### src/design/fpu_env_pkg.sv
// Purpose: Shared constants and types for the floating-point environment state
// Assumes: Single 10 MHz core clock, commands arrive synchronous to it
// Notes: Control word reset image is the initialise value
`default_nettype none
package fpu_env_pkg;
  localparam int NUM_REGS = 8;
  localparam int OPC_W = 11;
  // ==========================================================
  // Control word layout
  localparam int MASK_LSB = 0;
  localparam int MASK_W = 6;
  localparam int PREC_LSB = 8;
  localparam int ROUND_LSB = 10;
  localparam logic [15:0] CW_INIT = 16'h037F;
  localparam logic [1:0] PREC_FULL = 2'h3;
  localparam logic [1:0] ROUND_NEAREST = 2'h0;
  localparam logic [1:0] ROUND_DOWN = 2'h1;
  localparam logic [1:0] ROUND_UP = 2'h2;
  localparam logic [1:0] ROUND_CHOP = 2'h3;
  // ==========================================================
  // Tag codes and status layout
  localparam logic [1:0] TAG_VALID = 2'h0;
  localparam logic [1:0] TAG_ZERO = 2'h1;
  localparam logic [1:0] TAG_SPECIAL = 2'h2;
  localparam logic [1:0] TAG_EMPTY = 2'h3;
  localparam int TOP_LSB = 11;
  localparam logic [2:0] TOP_INIT = 3'h0;
  localparam int SEG_SHIFT = 4;
  // ==========================================================
  // Commands and operation classes
  typedef enum logic [3:0] {
    no_op, initialise_unit_op, load_control_op, store_control_op, store_status_op,
    clear_exceptions_op, load_environment_op, store_environment_op, save_state_op,
    restore_state_op, push_op, pop_op, free_op
  } cmd_t;
  typedef enum logic [2:0] {
    class_precision_arith, class_other_arith, class_constant_load,
    class_store_memory, class_non_arith
  } op_class_t;
  typedef enum logic [1:0] {
    layout_prot32, layout_real32, layout_prot16, layout_real16
  } layout_t;
endpackage
`default_nettype wire

### src/design/fpu_env_if.sv
// Purpose: Carrier between the environment core and its helper modules
// Assumes: Combinational helpers, core registers every result
// Notes: Image words are always 32 bits, 16-bit layouts use low half
`timescale 1ns/1ps
`default_nettype none
interface fpu_env_if;
  logic [7:0] empty;
  logic [7:0] zero;
  logic [7:0] special;
  logic [15:0] tags;
  logic protected_mode;
  logic size32;
  logic [31:0] ip;
  logic [31:0] dp;
  logic [15:0] cs;
  logic [15:0] ds;
  logic [10:0] opcode;
  logic [3:0][31:0] image;
  modport tag_side (input empty, zero, special, output tags);
  modport ptr_side (input protected_mode, size32, ip, dp, cs, ds, opcode, output image);
  modport core (output empty, zero, special, protected_mode, size32, ip, dp, cs, ds,
    opcode, input tags, image);
endinterface
`default_nettype wire

### src/design/tag_classifier.sv
// Purpose: Full per-register tag classification from register contents
// Assumes: Zero and special flags come from the data register array
// Notes: Empty overrides every other class
`timescale 1ns/1ps
`default_nettype none
module tag_classifier
  import fpu_env_pkg::*;
(
  fpu_env_if.tag_side bus
);
  // ==========================================================
  // One two-bit field per physical register
  genvar g;
  generate
    for (g = 0; g < NUM_REGS; g++) begin : g_tag
      assign bus.tags[2*g +: 2] = bus.empty[g] ? TAG_EMPTY :
                                  bus.special[g] ? TAG_SPECIAL :
                                  bus.zero[g] ? TAG_ZERO : TAG_VALID;
    end
  endgenerate
endmodule // tag_classifier
`default_nettype wire

### src/design/pointer_image.sv
// Purpose: Forms the four-word instruction and data pointer image
// Assumes: Real mode addresses are segment times sixteen plus offset
// Notes: Virtual-8086 callers must present protected_mode low
`timescale 1ns/1ps
`default_nettype none
module pointer_image
  import fpu_env_pkg::*;
(
  fpu_env_if.ptr_side bus
);
  // ==========================================================
  // Linear addresses for the real-mode layouts
  wire logic [31:0] lin_ip;
  wire logic [31:0] lin_dp;
  wire layout_t layout;
  assign lin_ip = {12'h000, bus.cs, 4'h0} + bus.ip;
  assign lin_dp = {12'h000, bus.ds, 4'h0} + bus.dp;
  assign layout = bus.protected_mode ? (bus.size32 ? layout_prot32 : layout_prot16)
                                     : (bus.size32 ? layout_real32 : layout_real16);
  always_comb begin
    case (layout)
      layout_prot32: begin
        bus.image[0] = bus.ip;
        bus.image[1] = {5'h00, bus.opcode, bus.cs};
        bus.image[2] = bus.dp;
        bus.image[3] = {16'h0000, bus.ds};
      end
      layout_real32: begin
        bus.image[0] = {16'h0000, lin_ip[15:0]};
        bus.image[1] = {4'h0, lin_ip[31:16], 1'b0, bus.opcode};
        bus.image[2] = {16'h0000, lin_dp[15:0]};
        bus.image[3] = {4'h0, lin_dp[31:16], 12'h000};
      end
      layout_prot16: begin
        bus.image[0] = {16'h0000, bus.ip[15:0]};
        bus.image[1] = {16'h0000, bus.cs};
        bus.image[2] = {16'h0000, bus.dp[15:0]};
        bus.image[3] = {16'h0000, bus.ds};
      end
      default: begin
        bus.image[0] = {16'h0000, lin_ip[15:0]};
        bus.image[1] = {16'h0000, lin_ip[19:16], 1'b0, bus.opcode};
        bus.image[2] = {16'h0000, lin_dp[15:0]};
        bus.image[3] = {16'h0000, lin_dp[19:16], 12'h000};
      end
    endcase
  end
endmodule // pointer_image
`default_nettype wire

### src/design/fpu_env_state.sv
// Purpose: Control word, tag word, pointers and last opcode of the FPU
// Assumes: One command per cycle, escape decode reported separately
// Notes: Status word carries only the stack-top field here
//
// Function
// [RL1] Control word bits 0 to 5 hold six exception mask bits.
// [RL2] Bits 8 and 9 select precision; default is 64-bit significand.
// [RL3] Precision only affects add, subtract, multiply, divide and square root.
// [RL4] Bits 10 and 11 select nearest, directed or chop rounding.
// [RL5] Rounding applies to arithmetic, constant loads and stores to memory.
// [RL6] Tags: 00 valid, 01 zero, 10 special, 11 empty.
// [RL7] Tag entries follow physical register number, not stack position.
// [RL8] Full tags computed only on environment store or save.
// [RL9] Each escape decode records instruction address, operand address, opcode; code skips control escapes.
// [RL10] Pointer image has four layouts by mode and operand size.
// [RL11] Saved instruction address points at the first prefix byte.
// [RL12] Control-class instructions leave the data pointer unchanged.
// [RL13] Otherwise data pointer may be stale without a memory operand.
// [RL14] Keep 11-bit opcode of last non-control instruction.
// [RL15] Opcode drops the five common upper bits; second byte is low.
// [RL16] Status word bits 11 to 13 hold the stack-top pointer.
// [RL17] Rounding codes: nearest, down, up, chop toward zero.
`timescale 1ns/1ps
`default_nettype none
module fpu_env_state
  import fpu_env_pkg::*;
(
  input wire logic clock_i,
  input wire logic resetn_i,
  input wire logic cmd_valid_i,
  input wire cmd_t cmd_i,
  input wire logic [15:0] mem_data_i,
  input wire logic [15:0] env_tags_i,
  input wire logic [2:0] free_reg_i,
  input wire logic esc_valid_i,
  input wire logic esc_control_i,
  input wire logic esc_has_mem_i,
  input wire logic [31:0] esc_addr_i,
  input wire logic [3:0] prefix_count_i,
  input wire logic [31:0] operand_addr_i,
  input wire logic [15:0] code_sel_i,
  input wire logic [15:0] data_sel_i,
  input wire logic [7:0] first_byte_i,
  input wire logic [7:0] second_byte_i,
  input wire logic protected_mode_i,
  input wire logic operand_32_i,
  input wire logic [7:0] reg_zero_i,
  input wire logic [7:0] reg_special_i,
  input wire op_class_t op_class_i,
  output logic [15:0] fp_control_word_o,
  output logic [5:0] exception_masks_o,
  output logic [15:0] fp_register_tags_o,
  output logic [7:0] reg_empty_o,
  output logic [10:0] last_fp_opcode_o,
  output logic [15:0] status_word_o,
  output logic [15:0] stored_word_o,
  output logic [127:0] env_image_o,
  output logic env_valid_o,
  output logic [1:0] precision_o,
  output logic [1:0] rounding_o,
  output logic round_apply_o
);
  // ==========================================================
  // State
  logic [15:0] cw;
  logic [7:0] empty;
  logic [2:0] top;
  logic [31:0] ip;
  logic [31:0] dp;
  logic [15:0] cs;
  logic [15:0] ds;
  logic [10:0] opcode;
  fpu_env_if env ();

  // ==========================================================
  // Command decode
  wire logic is_init;
  wire logic is_load_cw;
  wire logic is_load_env;
  wire logic is_store_env;
  wire logic is_push;
  wire logic is_pop;
  wire logic is_free;
  wire logic is_store_word;
  wire logic esc_data;
  wire logic esc_record;
  wire logic [2:0] top_dec;
  wire logic [7:0] env_empty;
  wire logic [7:0] next_empty;
  wire logic [15:0] next_cw;
  wire logic [15:0] status_img;
  assign is_init = cmd_valid_i && cmd_i == initialise_unit_op;
  assign is_load_cw = cmd_valid_i && cmd_i == load_control_op;
  assign is_load_env = cmd_valid_i &&
                       (cmd_i == load_environment_op || cmd_i == restore_state_op);
  assign is_store_env = cmd_valid_i &&
                        (cmd_i == store_environment_op || cmd_i == save_state_op);
  assign is_push = cmd_valid_i && cmd_i == push_op;
  assign is_pop = cmd_valid_i && cmd_i == pop_op;
  assign is_free = cmd_valid_i && cmd_i == free_op;
  assign is_store_word = cmd_valid_i &&
                         (cmd_i == store_control_op || cmd_i == store_status_op);
  assign top_dec = top - 3'h1;
  // Control-class escapes never touch the pointers or opcode
  assign esc_record = esc_valid_i && !esc_control_i; // RL9 RL14
  assign esc_data = esc_record && esc_has_mem_i; // RL12 RL13
  assign status_img = {2'h0, top, 11'h000}; // RL16

  // ==========================================================
  // Control word next value
  assign next_cw = is_init ? CW_INIT :
                   (is_load_cw || is_load_env) ? mem_data_i : cw; // RL1 RL2 RL4

  // ==========================================================
  // Per-register empty tracking, one generate loop
  genvar g;
  generate
    for (g = 0; g < NUM_REGS; g++) begin : g_empty
      assign env_empty[g] = env_tags_i[2*g +: 2] == TAG_EMPTY; // RL6 RL7
      assign next_empty[g] = is_init ? 1'b1 :
                             is_load_env ? env_empty[g] :
                             (is_push && top_dec == g) ? 1'b0 :
                             (is_pop && top == g) ? 1'b1 :
                             (is_free && free_reg_i == g) ? 1'b1 : empty[g]; // RL8
    end
  endgenerate

  // ==========================================================
  // Helpers: full classification and pointer image
  assign env.empty = empty;
  assign env.zero = reg_zero_i;
  assign env.special = reg_special_i;
  assign env.protected_mode = protected_mode_i; // RL10
  assign env.size32 = operand_32_i;
  assign env.ip = ip;
  assign env.dp = dp;
  assign env.cs = cs;
  assign env.ds = ds;
  assign env.opcode = opcode;
  tag_classifier u_tags (
    .bus(env.tag_side)
  );
  pointer_image u_image (
    .bus(env.ptr_side)
  );

  // ==========================================================
  // Architectural registers
  always_ff @(posedge clock_i or negedge resetn_i) begin
    if (!resetn_i) begin
      cw <= CW_INIT;
      empty <= 8'hFF;
      top <= TOP_INIT;
    end else begin
      cw <= next_cw;
      empty <= next_empty;
      if (is_init) begin
        top <= TOP_INIT;
      end else if (is_push) begin
        top <= top_dec; // RL16
      end else if (is_pop) begin
        top <= top + 3'h1;
      end
    end
  end

  // Pointers and opcode cleared on reset; software reads them only after an escape
  always_ff @(posedge clock_i or negedge resetn_i) begin
    if (!resetn_i) begin
      ip <= 32'h0000_0000;
      cs <= 16'h0000;
      opcode <= 11'h000;
    end else if (esc_record) begin
      ip <= esc_addr_i - {28'h000_0000, prefix_count_i}; // RL9 RL11
      cs <= code_sel_i;
      opcode <= {first_byte_i[2:0], second_byte_i}; // RL14 RL15
    end
  end

  always_ff @(posedge clock_i or negedge resetn_i) begin
    if (!resetn_i) begin
      dp <= 32'h0000_0000;
      ds <= 16'h0000;
    end else if (esc_data) begin
      dp <= operand_addr_i; // RL9 RL12
      ds <= data_sel_i;
    end
  end

  // ==========================================================
  // Stored images: tags classified only here
  always_ff @(posedge clock_i or negedge resetn_i) begin
    if (!resetn_i) begin
      fp_register_tags_o <= 16'hFFFF;
      env_image_o <= 128'h0;
      env_valid_o <= 1'b0;
      stored_word_o <= 16'h0000;
    end else begin
      env_valid_o <= is_store_env;
      if (is_store_env) begin
        fp_register_tags_o <= env.tags; // RL8
        env_image_o <= env.image; // RL10
      end else if (is_init) begin
        fp_register_tags_o <= 16'hFFFF;
      end else if (is_load_env) begin
        fp_register_tags_o <= env_tags_i;
      end
      if (is_store_word) begin
        stored_word_o <= (cmd_i == store_control_op) ? cw : status_img;
      end
    end
  end

  // ==========================================================
  // Effective precision and rounding for the operation in flight
  wire logic prec_used;
  wire logic round_used;
  assign prec_used = op_class_i == class_precision_arith; // RL3
  assign round_used = op_class_i != class_non_arith; // RL5
  always_ff @(posedge clock_i or negedge resetn_i) begin
    if (!resetn_i) begin
      precision_o <= PREC_FULL;
      rounding_o <= ROUND_NEAREST;
      round_apply_o <= 1'b0;
    end else begin
      precision_o <= prec_used ? cw[PREC_LSB +: 2] : PREC_FULL; // RL2 RL3
      // Unused rounding falls back to nearest so datapaths see a known code
      rounding_o <= round_used ? cw[ROUND_LSB +: 2] : ROUND_NEAREST; // RL4 RL17
      round_apply_o <= round_used;
    end
  end

  assign fp_control_word_o = cw;
  assign exception_masks_o = cw[MASK_LSB +: MASK_W];
  assign reg_empty_o = empty;
  assign last_fp_opcode_o = opcode;
  assign status_word_o = status_img;
endmodule // fpu_env_state
`default_nettype wire

### config.mk
export PLATFORM = sky130hd
export DESIGN_NAME = fpu_env_state
export DESIGN_NICKNAME = d
export VERILOG_FILES = /design/src/design/fpu_env_pkg.sv /design/src/design/fpu_env_if.sv /design/src/design/tag_classifier.sv /design/src/design/pointer_image.sv /design/src/design/fpu_env_state.sv
export SDC_FILE = /design/constraint.sdc
export NUM_CORES = 1
export LEC_CHECK = 0
export BUFFER_PORTS_ARGS = -buffer_cell sky130_fd_sc_hd__buf_4
export CORE_UTILIZATION = 35
export DETAILED_ROUTE_END_ITERATION = 10
export PLACE_DENSITY = 0.64
export SLEW_MARGIN = 15
export SYNTH_ARGS = -nofsm -noshare
export SYNTH_HDL_FRONTEND = slang
export SYNTH_SLANG_ARGS = --single-unit
### constraint.sdc
create_clock -name clock_i -period 3.9 [get_ports clock_i]
set_clock_uncertainty 0.2 [all_clocks]
set_input_delay 0.585 -clock clock_i [delete_from_list [all_inputs] [get_ports clock_i]]
set_output_delay 0.585 -clock clock_i [all_outputs]
set_load 0.005 [all_outputs]
==> reports/summary.md, run 1 <==
### Outcome
* status: finished clean

### Clock tree
* number of sinks handled by clock tree synthesis: 292
* buffers from clock root to sink, at most: 3
* number of H-tree levels: 2
* number of gates resized after cts: 0
* clock latency reported for the late side of the worst-skew pair: 0.56 ns
* Clock transition at path regs: 0.06 ns
* clock root cell: clkbuf_16
* CTS Buf Count: 36
* clock tree from TritonCTS: done

### Synth
* ys flop type: dfrtp_1
* portion of the post-synthesis area used by sequential elements: 0.4986
* simple-gate portion of the synthesized area: 0.1897
* Post-Synth XOR/XNOR Area: 0.04218
* adder and majority cell fraction of the synthesized area: 0.04141
* Synth warnings: 0
* Post-Synthesis Cell Area: 0.01474 mm2
* multiplexer area fraction after synthesis: 0.06390
* mean instance size in the synthesized netlist: 9.379 um2
* top post-synthesis cells by area: dfrtp_1 (44%), nand2_1 (8.8%), dfstp_2 (6.2%), o21ai_0 (4.4%), mux2_2 (3.7%)
* fraction of synthesized cell area taken by the top area cell type: 0.4362
* largest family of logic cells by synthesized area: simple AND/OR/NAND/NOR gates
* number of enable-type register cells in the synthesized netlist: 0
* most area-hungry cell type in the Yosys netlist: dfrtp_1
* number of distinct library cell variants in the gate-level netlist after synthesis: 62
* Async S/R FF share, synth: 1.000
* Synth Register Bits: 292
* count of mapped cells out of synthesis: 1572
* Synth Area in Compound Gates: 0.1233

### Final layout
* commonest cells after routing, fill and taps aside: buf_4 (386), nand2_1 (344), dfrtp_1 (257)
* nets: 2147
* layout-stage area growth over the synthesis result: 31.06%
* share of final-layout standard cells stronger than drive strength 1: 0.2845
* leading cell type in the layout, fill and taps excluded: buf_4

### Timing
* final setup violation count: 0
* slew at the pin with the worst max-slew slack: 0.9517 ns
* post-route setup slack: 0.5662 ns
* period utilization: 0.8548
* headroom to the max-slew limit: 0.3655
* worst hold slack across all endpoints: 0.03567 ns
* max-slew violation count: 0
* Achievable Freq: 300.0 MHz
* TNS Setup: 0 ns
* Hold Vio Cnt, Final: 0
* post-route minimum period: 3.334 ns
* RSZ-0062 raised after global routing: no

### Route
* total wire length: 46.43 mm
* final routed wire length divided by cell count: 18.74 um
* residual antenna-violating net count after detailed routing: 0
* Initial DRC Count: 906
* First-pass DRT Iterations: 5
* Vias: 12629
* Vias/cell: 5.096
* total DRC errors in the routed layout: 0

### Hold path
* Hold Crit Endpoint: cs[9]$_DFFE_PN0P_
* Hold Path Depth: 3
* kind of path behind the tightest hold check: input pin to flip-flop
* startpoint of the lowest-slack hold path: code_sel_i[9]

### Global routing
* via count of the first global-routing pass: 12442
* largest net degree at the start of global routing: 87
* antenna violations before repair: 2
* Congestion Overflow GR: 0
* wire length of the first global-routing pass: 72.72 mm
* global routing usage summed across all routing layers: 0.2158

### Pwr
* Static Leak: 0.009374 uW
* power density normalized to cell area: 555.2 mW/mm2
* IR Drop Worst-Case VDD: 0.2831 mV

### Worst setup path
* CP max-delay cell: a31oi_1
* type of destination of the critical path: flip-flop
* worst r2r src: ds[0]$_DFFE_PN0P_
* Most Frequent Cell on Critical Path: nor2_1
* depth of the worst register-to-register path: 9
* data required time at the worst endpoint: 4.16 ns
* reg-to-reg endpoint: env_image_o[122]$_DFFE_PN0P_
* Startpoint Class: flip-flop
* Arrival @ worst endpoint: 3.59 ns
* largest stage delay on the critical path: 0.59 ns
* flop-to-flop setup slack: 0.57 ns
* critical path cell sequence: ha_1 > fa_1 > a21oi_1 > nor2_1 > or4_1 > a31oi_1 > nor2_1 > xnor2_1 > o31ai_1
* worst setup path category: flip-flop to flip-flop
* Worst Path Max Fanout: 6

### Placement
* placer's final routability congestion estimate: 0.8683
* number of buffers added on ports: 378
* dpl hpwl: 33.80 mm
* post-placement setup slack: 0.5549 ns

### Die
* starting density of the core: 0.3578
* floorplan die area: 0.04295 mm2
* core area: 0.04120 mm2
* FP Rows: 74
* Horiz. Die Dim: 207.2 um
* number of placed I/O pins: 405
* die height: 207.2 um

### Run
* max-cap check violation count: 0

-- metal layers --
layer  global-route usage  share of wire
met5                    0              0
met2               0.3467           0.47
met1               0.2845           0.44
met3              0.05446          0.065
met4              0.06999          0.028
-- through the flow --
stage                     total power [uW]    util  cells  instance area (um2)
after floorplan                       5656       -   1592                14820
final                                10730  0.4690   2478                19320
after global placement                7118  0.4373   2409                18020
after CTS                            10860  0.4689   2476                19320
after detailed placement              7199  0.4373   2409                18020
after global routing                 11350  0.4690   2478                19320
-- critical path: cells and delay by family (launching register included) --
family	cells	cell delay (ns)
and+or+nand+nor	3	0.83
DFF	1	0.40
adders and majority gates	2	0.64
xor gates and xnor gates	1	0.15
AOI/OAI and AO/OA	3	1.00
-- logic make-up (layout without fill, tap and decap cells) --
logic type	after synthesis	count (layout)
and+or+nand+nor	629	629
buffers and inverters	132	484
adders and majority gates	47	47
other	1	23
AOI/OAI and AO/OA	312	312
muxes	88	88
xor gates and xnor gates	71	71
DFF	292	292
-- worst max path at each step --
| stage | startpoint | endpoint | slack, ns | cells after the start |
|---|---|---|---|---|
| 2_1_floorplan | prefix_count_i[3] | env.ip[26]$_DFFE_PN0P_ | 0.91 | 10 |
| 3_3_place_gp | dp[4]$_DFFE_PN0P_ | env_image_o[122]$_DFFE_PN0P_ | 0.63 | 9 |
| 3_5_place_dp | ds[0]$_DFFE_PN0P_ | env_image_o[118]$_DFFE_PN0P_ | 0.55 | 9 |
| 4_1_cts | ds[0]$_DFFE_PN0P_ | env_image_o[118]$_DFFE_PN0P_ | 0.54 | 9 |
| 5_1_grt | ds[0]$_DFFE_PN0P_ | env_image_o[120]$_DFFE_PN0P_ | 0.32 | 9 |
| 6_report | ds[0]$_DFFE_PN0P_ | env_image_o[122]$_DFFE_PN0P_ | 0.57 | 9 |
-- Yosys cell counts, types with 11 or more instances --
master	instances
dfrtp_1	257
a22o_1	13
mux2_2	49
ha_1	44
mux2i_1	39
xnor2_1	41
nand3_1	77
nor3_1	42
nand2_1	346
xor2_1	30
a211oi_1	12
buf_4	27
nor2b_1	18
inv_1	25
nor2_1	77
a21oi_1	79
o211ai_1	11
a31oi_1	14
and3_1	13
dfstp_2	35
clkbuf_1	74
o21ai_0	130
-- area by class of cell --
| class | count | area [um2] |
|---|---|---|
| repair buffers | 395 | 3043 |
| inverters | 25 | 93.84 |
| multi-input cells | 1168 | 6894 |
| well taps | 532 | 665.6 |
| fillers | 3911 | 21880 |
| clock inverters | 13 | 224.0 |
| flip-flops and latches | 292 | 7351 |
| clock buffers | 51 | 1047 |
| diodes | 2 | 5.005 |
-- state kept, by name (all words and copies together), names as in the netlist, 11 cells and up --
register / count
cs: 16
dp: 32
ds: 16
env.ip: 32
env_image_o: 120
fp_control_word_o: 16
fp_register_tags_o: 16
last_fp_opcode_o: 11
stored_word_o: 16
-- report_power, final --
part           total [uW]  switching, uW  internal, uW
Clock                3590           1370          2220
Sequential           4270            548          3720
Combinational        2870           1410          1460
Total               10700           3340          7390
-- what timing repair did --
action / in CTS / in global routing
hold buffers: 3 / 0
buffers inserted: 0 / 0
endpoints found under the hold margin: 79 / 0
endpoints found under the setup margin: 0 / 0
(Power assumes the default switching activity.)
==> run 2, diff against run 1 <==
Settings changed: MAX_ROUTING_LAYER from default to met4.
==> run 2 against run 1 <==
  * Critical path depth stayed put
  * Non-clock buffer count grew 2
  * Design area shrank 0.61%
  * Final cell count about the same
  * Global-route usage grew 0.60 points
  * Sequential share of layout area increased by 0.24 points
  * Flip-flop and latch count is the same
  * Power decreased by 2.7%
  * Maximum frequency shrank 2.8%
  * Largest power group unchanged
==> reports/summary.md, run 2 (synthesis gave the netlist of run 1 again) <==
### Outcome
* status: finished clean, unchanged

### Worst setup path
* type of destination of the critical path: flip-flop, unchanged
* worst setup path category: flip-flop to flip-flop, unchanged
* Critical Path End: env_image_o[116]$_DFFE_PN0P_, was env_image_o[122]$_DFFE_PN0P_
* data required time at the worst endpoint: 4.13 ns, was 4.16 ns
* worst r2r src: dp[4]$_DFFE_PN0P_, was ds[0]$_DFFE_PN0P_
* Worst Path Max Fanout: 6, unchanged
* Startpoint Class: flip-flop, unchanged
* reg-to-reg endpoint: env_image_o[116]$_DFFE_PN0P_, was env_image_o[122]$_DFFE_PN0P_
* Arrival @ worst endpoint: 3.66 ns, was 3.59 ns
* depth of the worst register-to-register path: 9, unchanged
* critical path startpoint: dp[4]$_DFFE_PN0P_, was ds[0]$_DFFE_PN0P_
* flop-to-flop setup slack: 0.47 ns, was 0.57 ns

### Final layout
* Multi-input gate area: 0.006894 mm2, unchanged
* Most flops, register: env_image_o, unchanged
* leading cell type in the layout, fill and taps excluded: buf_4, unchanged
* number of flip-flops under the largest register name: 120, unchanged
* final standard cell count with taps included and fillers excluded: 2479, was 2478
* registers with the most flip-flops: env_image_o: 120 flops, dp: 32 flops, env.ip: 32 flops, unchanged
* fillers: 3970, was 3911
* commonest cells after routing, fill and taps aside: buf_4 (389), nand2_1 (344), dfrtp_1 (257), was buf_4 (386), nand2_1 (344), dfrtp_1 (257)
* layout-stage area growth over the synthesis result: 30.25%, was 31.06%
* nets: 2149, was 2147
* share of final-layout standard cells stronger than drive strength 1: 0.2837, was 0.2845
* area occupied by registers: 0.007351 mm2, unchanged
* post-route core utilization: 0.4661, was 0.4690

### Clock tree
* number of gates resized after cts: 0, unchanged
* buffers from clock root to sink, at most: 3, unchanged
* CTS Buf Count: 36, unchanged
* number of sinks handled by clock tree synthesis: 292, unchanged
* Clock transition at path regs: 0.06 ns, about the same
* post-CTS setup buffer count: 0, unchanged
* clock tree from TritonCTS: done, unchanged
* clock root cell: clkbuf_16, unchanged
* number of H-tree levels: 2, unchanged
* clock latency reported for the late side of the worst-skew pair: 0.56 ns, about the same

### Timing
* period utilization: 0.8793, was 0.8548
* headroom to the max-slew limit: 0.3186, was 0.3655
* Achievable Freq: 291.6 MHz, was 300.0 MHz
* Hold Vio Cnt, Final: 0, unchanged
* max-slew violation count: 0, unchanged
* RSZ-0062 raised after global routing: no, unchanged
* post-route minimum period: 3.429 ns, was 3.334 ns
* TNS Setup: 0 ns, unchanged
* worst hold slack across all endpoints: 0.03366 ns, was 0.03567 ns
* final setup violation count: 0, unchanged
* slew at the pin with the worst max-slew slack: 1.022 ns, was 0.9517 ns

### Pwr
* power density normalized to cell area: 543.8 mW/mm2, was 555.2 mW/mm2
* Comb pwr share: 0.276, was 0.268
* IR Drop Worst-Case VDD: 0.3103 mV, was 0.2831 mV
* share of total power consumed by net switching: 0.3195, was 0.3111
* Static Leak: 0.009327 uW, was 0.009374 uW
* Clk network pwr share: 0.316, was 0.335
* sequential fraction of design power: 0.408, was 0.398
* Int Power: 7107 uW, was 7391 uW
* switching power summed over all nets: 3336 uW, was 3337 uW

### Hold path
* kind of path behind the tightest hold check: input pin to flip-flop, unchanged

### Die
* FP Rows: 74, unchanged
* number of placed I/O pins: 405, unchanged
* starting density of the core: 0.3578, unchanged
* Horiz. Die Dim: 207.2 um, unchanged
* core area: 0.04120 mm2, unchanged
* die height: 207.2 um, unchanged
* floorplan die area: 0.04295 mm2, unchanged

### Placement
* placer's final routability congestion estimate: 0.8733, was 0.8683
* dpl hpwl: 33.84 mm, was 33.80 mm
* number of buffers added on ports: 378, unchanged
* Placed Cells incl. Taps: 2411, was 2409

### Route
* residual antenna-violating net count after detailed routing: 0, unchanged
* total wire length: 46.52 mm, was 46.43 mm
* Vias: 12714, was 12629
* First-pass DRT Iterations: 5, unchanged
* Vias/cell: 5.129, was 5.096
* total DRC errors in the routed layout: 0, unchanged
* Initial DRC Count: 892, was 906
* final routed wire length divided by cell count: 18.77 um, was 18.74 um

### Global routing
* antenna violations before repair: 1, was 2
* via count of the first global-routing pass: 12476, was 12442
* wire length of the first global-routing pass: 72.42 mm, was 72.72 mm
* global routing usage summed across all routing layers: 0.2218, was 0.2158
* Congestion Overflow GR: 0, unchanged
* largest net degree at the start of global routing: 176, was 87

### Run
* max-cap check violation count: 0, unchanged

-- run 2: changes by cell type in the layout (fill, tap and decap cells not counted) --
cell,change
diode_2,-1
clkinv_2,+4
bufinv_16,-3
buf_4,+3
clkbuf_8,-5
clkbuf_1,+3
clkinv_4,+1
buf_12,-1
-- run 2: routing by layer --
layer / up-vias / global-route usage / wire, um
met1: 6155 / 0.2909 / 20870
met5: - / - / 0
li1: 6076 / - / -
met2: 419 / 0.3484 / 21990
met3: 64 / 0.03419 / 2402
met4: 0 / 0.07900 / 1255
-- run 2: worst min-delay path by stage --
stage	startpoint	end	slack [ns]	cells past startpoint
global route	first_byte_i[1]	last_fp_opcode_o[9]$_DFFE_PN0P_	0.02	3
finish	code_sel_i[5]	cs[5]$_DFFE_PN0P_	0.03	3
CTS	code_sel_i[5]	cs[5]$_DFFE_PN0P_	0.002	3
detailed placement	env.ip[2]$_DFFE_PN0P_	env_image_o[2]$_DFFE_PN0P_	0.25	2
floorplan	resetn_i	cs[0]$_DFFE_PN0P_	0.09	0
global placement	dp[3]$_DFFE_PN0P_	env_image_o[67]$_DFFE_PN0P_	0.25	2
-- run 2: power groups by stage --
stage / sequential, uW / combinational [uW] / clock, uW
3_3_place_gp: 4290 / 2840 / 0
2_1_floorplan: 4180 / 1480 / 0
5_1_grt: 4350 / 3190 / 3500
4_1_cts: 4270 / 2910 / 3390
3_5_place_dp: 4310 / 2890 / 0
6_report: 4260 / 2880 / 3300
-- run 2: stage by stage --
stage / total power [uW] / setup slack, ns / area, um2
finish: 10440 / 0.4708 / 19200
global route: 11030 / 0.2389 / 19200
CTS: 10570 / 0.4848 / 19200
detailed placement: 7203 / 0.5594 / 18020
global placement: 7125 / 0.6125 / 18020
floorplan: 5656 / 0.9143 / 14820
-- run 2: cell type report --
type | count | area share
diodes | 1 | 0.0001303
clock buffers | 49 | 0.05153
clock inverters | 15 | 0.008470
inverters | 25 | 0.004886
multi-input cells | 1168 | 0.3590
flip-flops and latches | 292 | 0.3828
well taps | 532 | 0.03466
repair buffers | 397 | 0.1586
-- run 2: critical path, stage by stage (launching register included) --
cell     delay [ns]
dfrtp_1        0.40
ha_1           0.25
fa_1           0.41
a21oi_1        0.20
nor2_1         0.15
or4_1          0.60
a31oi_1        0.59
nor2_1         0.11
xnor2_1        0.16
o31ai_1        0.23
-- run 2: what timing repair did --
item / 4_1_cts / 5_1_grt
hold endpoints to repair: 83 / 0
setup endpoints to repair: 0 / 0
hold buffers: 3 / 0
==> run 3, diff against run 2 <==
Settings changed: PLACE_DENSITY 0.64 to 0.66, RECOVER_POWER from default to 50.
Clock period 3.9 ns to 3.1 ns, I/O delays scaled along.
==> run 3 against run 2 <==
  * The flow now finishes with violations (capacitance limit, slew limit)
  * Design area up 6.4%
  * Flip-flop and latch count unchanged
  * Maximum frequency up 16%
  * Clock power up 24%
  * Critical path depth unchanged
  * Sequential share of layout area down 2.3 points
  * Count of clock-buffer cells in the layout up 1
  * Setup slack worse by 0.32 ns
  * Register-to-register slack worse by 0.32 ns
  * First-iteration DRC count up 14%
  * Combinational power up 32%
  * Critical endpoint is now env_image_o[123]$_DFFE_PN0P_
  * Largest power group unchanged
==> reports/summary.md, run 3 (synthesis gave the netlist of run 1 again) <==
### Final layout
* layout-stage area growth over the synthesis result: 38.58%, was 30.25%
* Most flops, register: env_image_o, unchanged
* post-route core utilization: 0.4959, was 0.4661
* leading cell type in the layout, fill and taps excluded: buf_4, unchanged
* fillers: 3730, was 3970
* commonest cells after routing, fill and taps aside: buf_4 (385), nand2_1 (344), dfrtp_1 (257), was buf_4 (389), nand2_1 (344), dfrtp_1 (257)
* share of final-layout standard cells stronger than drive strength 1: 0.2677, was 0.2837
* area occupied by registers: 0.007351 mm2, unchanged
* nets: 2277, was 2149
* registers with the most flip-flops: env_image_o: 120 flops, dp: 32 flops, env.ip: 32 flops, unchanged
* Multi-input gate area: 0.006895 mm2, was 0.006894 mm2
* Final Cell Area: 0.02043 mm2, was 0.01920 mm2
* number of flip-flops under the largest register name: 120, unchanged

### Pwr
* Clk network pwr share: 0.308, was 0.316
* share of total power consumed by net switching: 0.3187, was 0.3195
* switching power summed over all nets: 4229 uW, was 3336 uW
* Int Power: 9041 uW, was 7107 uW
* Comb pwr share: 0.287, was 0.276
* IR Drop Worst-Case VDD: 0.3165 mV, was 0.3103 mV
* Overall Power: 13270 uW, was 10440 uW
* Static Leak: 0.009824 uW, was 0.009327 uW
* power density normalized to cell area: 649.4 mW/mm2, was 543.8 mW/mm2
* sequential fraction of design power: 0.406, was 0.408

### Timing
* max-slew violation count: 98, was 0
* period utilization: 0.9507, was 0.8793
* post-route minimum period: 2.947 ns, was 3.429 ns
* final setup violation count: 0, unchanged
* Hold Vio Cnt, Final: 0, unchanged
* headroom to the max-slew limit: -0.3091, was 0.3186
* RSZ-0062 raised after global routing: no, unchanged
* TNS Setup: 0 ns, unchanged
* slew at the pin with the worst max-slew slack: 1.964 ns, was 1.022 ns
* post-route setup slack: 0.1527 ns, was 0.4708 ns
* Achievable Freq: 339.3 MHz, was 291.6 MHz

### Worst setup path
* buffers plus inverters on the worst setup path: 1, was 0
* type of destination of the critical path: flip-flop, unchanged
* Startpoint Class: flip-flop, unchanged
* gate family responsible for the most delay along the worst path: compound AO/OA/AOI/OAI gates, unchanged
* critical path cell sequence: ha_1 > o21ai_0 > o21ai_0 > a31oi_1 > buf_4 > a21oi_1 > mux2i_1 > o311a_1 > o21ai_0, was ha_1 > fa_1 > a21oi_1 > nor2_1 > or4_1 > a31oi_1 > nor2_1 > xnor2_1 > o31ai_1
* Most Frequent Cell on Critical Path: o21ai_0, was nor2_1
* Worst Path Max Fanout: 4, was 6
* largest stage delay on the critical path: 0.45 ns, was 0.60 ns
* CP max-delay cell: o21ai_0, was or4_1
* data required time at the worst endpoint: 3.32 ns, was 4.13 ns
* Arrival @ worst endpoint: 3.16 ns, was 3.66 ns
* worst setup path category: flip-flop to flip-flop, unchanged

### Route
* residual antenna-violating net count after detailed routing: 0, unchanged
* total DRC errors in the routed layout: 0, unchanged
* Vias: 13330, was 12714
* First-pass DRT Iterations: 6, was 5
* final routed wire length divided by cell count: 18.36 um, was 18.77 um
* Initial DRC Count: 1013, was 892
* total wire length: 47.87 mm, was 46.52 mm
* Vias/cell: 5.113, was 5.129

### Placement
* number of buffers added on ports: 378, unchanged
* post-place instance area: 0.01817 mm2, was 0.01802 mm2
* dpl hpwl: 34.11 mm, was 33.84 mm
* post-placement setup slack: 0.06506 ns, was 0.5594 ns
* placer's final routability congestion estimate: 0.9011, was 0.8733

### Outcome
* status: complete, but fails checks, was finished clean
* violations in the final reports: capacitance limit, slew limit

### Die
* starting density of the core: 0.3578, unchanged
* core area: 0.04120 mm2, unchanged
* number of placed I/O pins: 405, unchanged
* Horiz. Die Dim: 207.2 um, unchanged
* FP Rows: 74, unchanged
* floorplan die area: 0.04295 mm2, unchanged
* die height: 207.2 um, unchanged

### Run
* max-cap check violation count: 2, was 0

### Global routing
* Congestion Overflow GR: 0, unchanged
* antenna violations before repair: 2, was 1
* wire length of the first global-routing pass: 76.26 mm, was 72.42 mm
* largest net degree at the start of global routing: 137, was 176
* global routing usage summed across all routing layers: 0.2297, was 0.2218
* via count of the first global-routing pass: 13431, was 12476

### Clock tree
* number of sinks handled by clock tree synthesis: 292, unchanged
* clock root cell: clkbuf_16, unchanged
* Clock transition at path regs: 0.06 ns, about the same
* clock latency reported for the late side of the worst-skew pair: 0.54 ns, was 0.56 ns
* CTS Buf Count: 35, was 36
* post-CTS setup buffer count: 0, unchanged
* number of H-tree levels: 2, unchanged
* buffers from clock root to sink, at most: 3, unchanged
* clock tree from TritonCTS: done, unchanged

### Hold path
* kind of path behind the tightest hold check: input pin to flip-flop, unchanged

==> run 3: worst paths after layout <==
check | start | endpoint | slack, ns | cells past startpoint
min reg2reg | env.ip[2]$_DFFE_PN0P_ | env_image_o[2]$_DFFE_PN0P_ | 0.26 | 2
min in group asynchronous | resetn_i | env_image_o[87]$_DFFE_PN0P_ | 0.68 | 2
max | dp[6]$_DFFE_PN0P_ | env_image_o[123]$_DFFE_PN0P_ | 0.15 | 9
max in group asynchronous | resetn_i | env.ip[30]$_DFFE_PN0P_ | 0.43 | 3
max reg2reg | dp[6]$_DFFE_PN0P_ | env_image_o[123]$_DFFE_PN0P_ | 0.15 | 9
min | mem_data_i[2] | fp_control_word_o[2]$_DFFE_PN1P_ | 0.03 | 3
==> run 3: what timing repair did <==
item                                   4_1_cts  5_1_grt
hold buffers                               120        0
resized for setup                            0        3
endpoints found under the hold margin      171        0
setup endpoints to repair                    0        7
==> run 3: layout make-up <==
type,instances,area share
timing repair buffer,526,0.2101
inverter,25,0.004593
sequential,292,0.3598
multi-input combinational,1168,0.3375
tap,532,0.03258
antenna,2,0.0002449
clock buffer,50,0.04807
clock inverter,12,0.007165
==> run 3: tightest hold or removal path, cell delays in order <==
cell     delay (ns)
buf_4          0.11
nor2_1         0.09
o21ai_0        0.09
==> run 3: per-layer routing <==
layer  up-vias  GRT usage  share of wire
li1       6341          -              -
met1      6484     0.2915           0.44
met2       440     0.3729           0.48
met3        65    0.04009          0.057
met4         0    0.07334          0.025
met5         -          -              0
==> run 3: power by group through the flow <==
stage                     sequential (uW)  clock [uW]  combinational (uW)
final                                5380        4080                3800
after global routing                 5480        4340                4210
after CTS                            5380        4200                3820
after detailed placement             5440           0                3680
after global placement               5400           0                3600
after floorplan                      5250           0                1860
==> run 3: per-stage QoR <==
stage               hold slack (ns)  instances
global route               0.005354       2607
CTS                       0.0005920       2605
global placement             0.2440       2423
detailed placement           0.2538       2423
floorplan                  -0.03059       1592
finish                      0.02822       2607
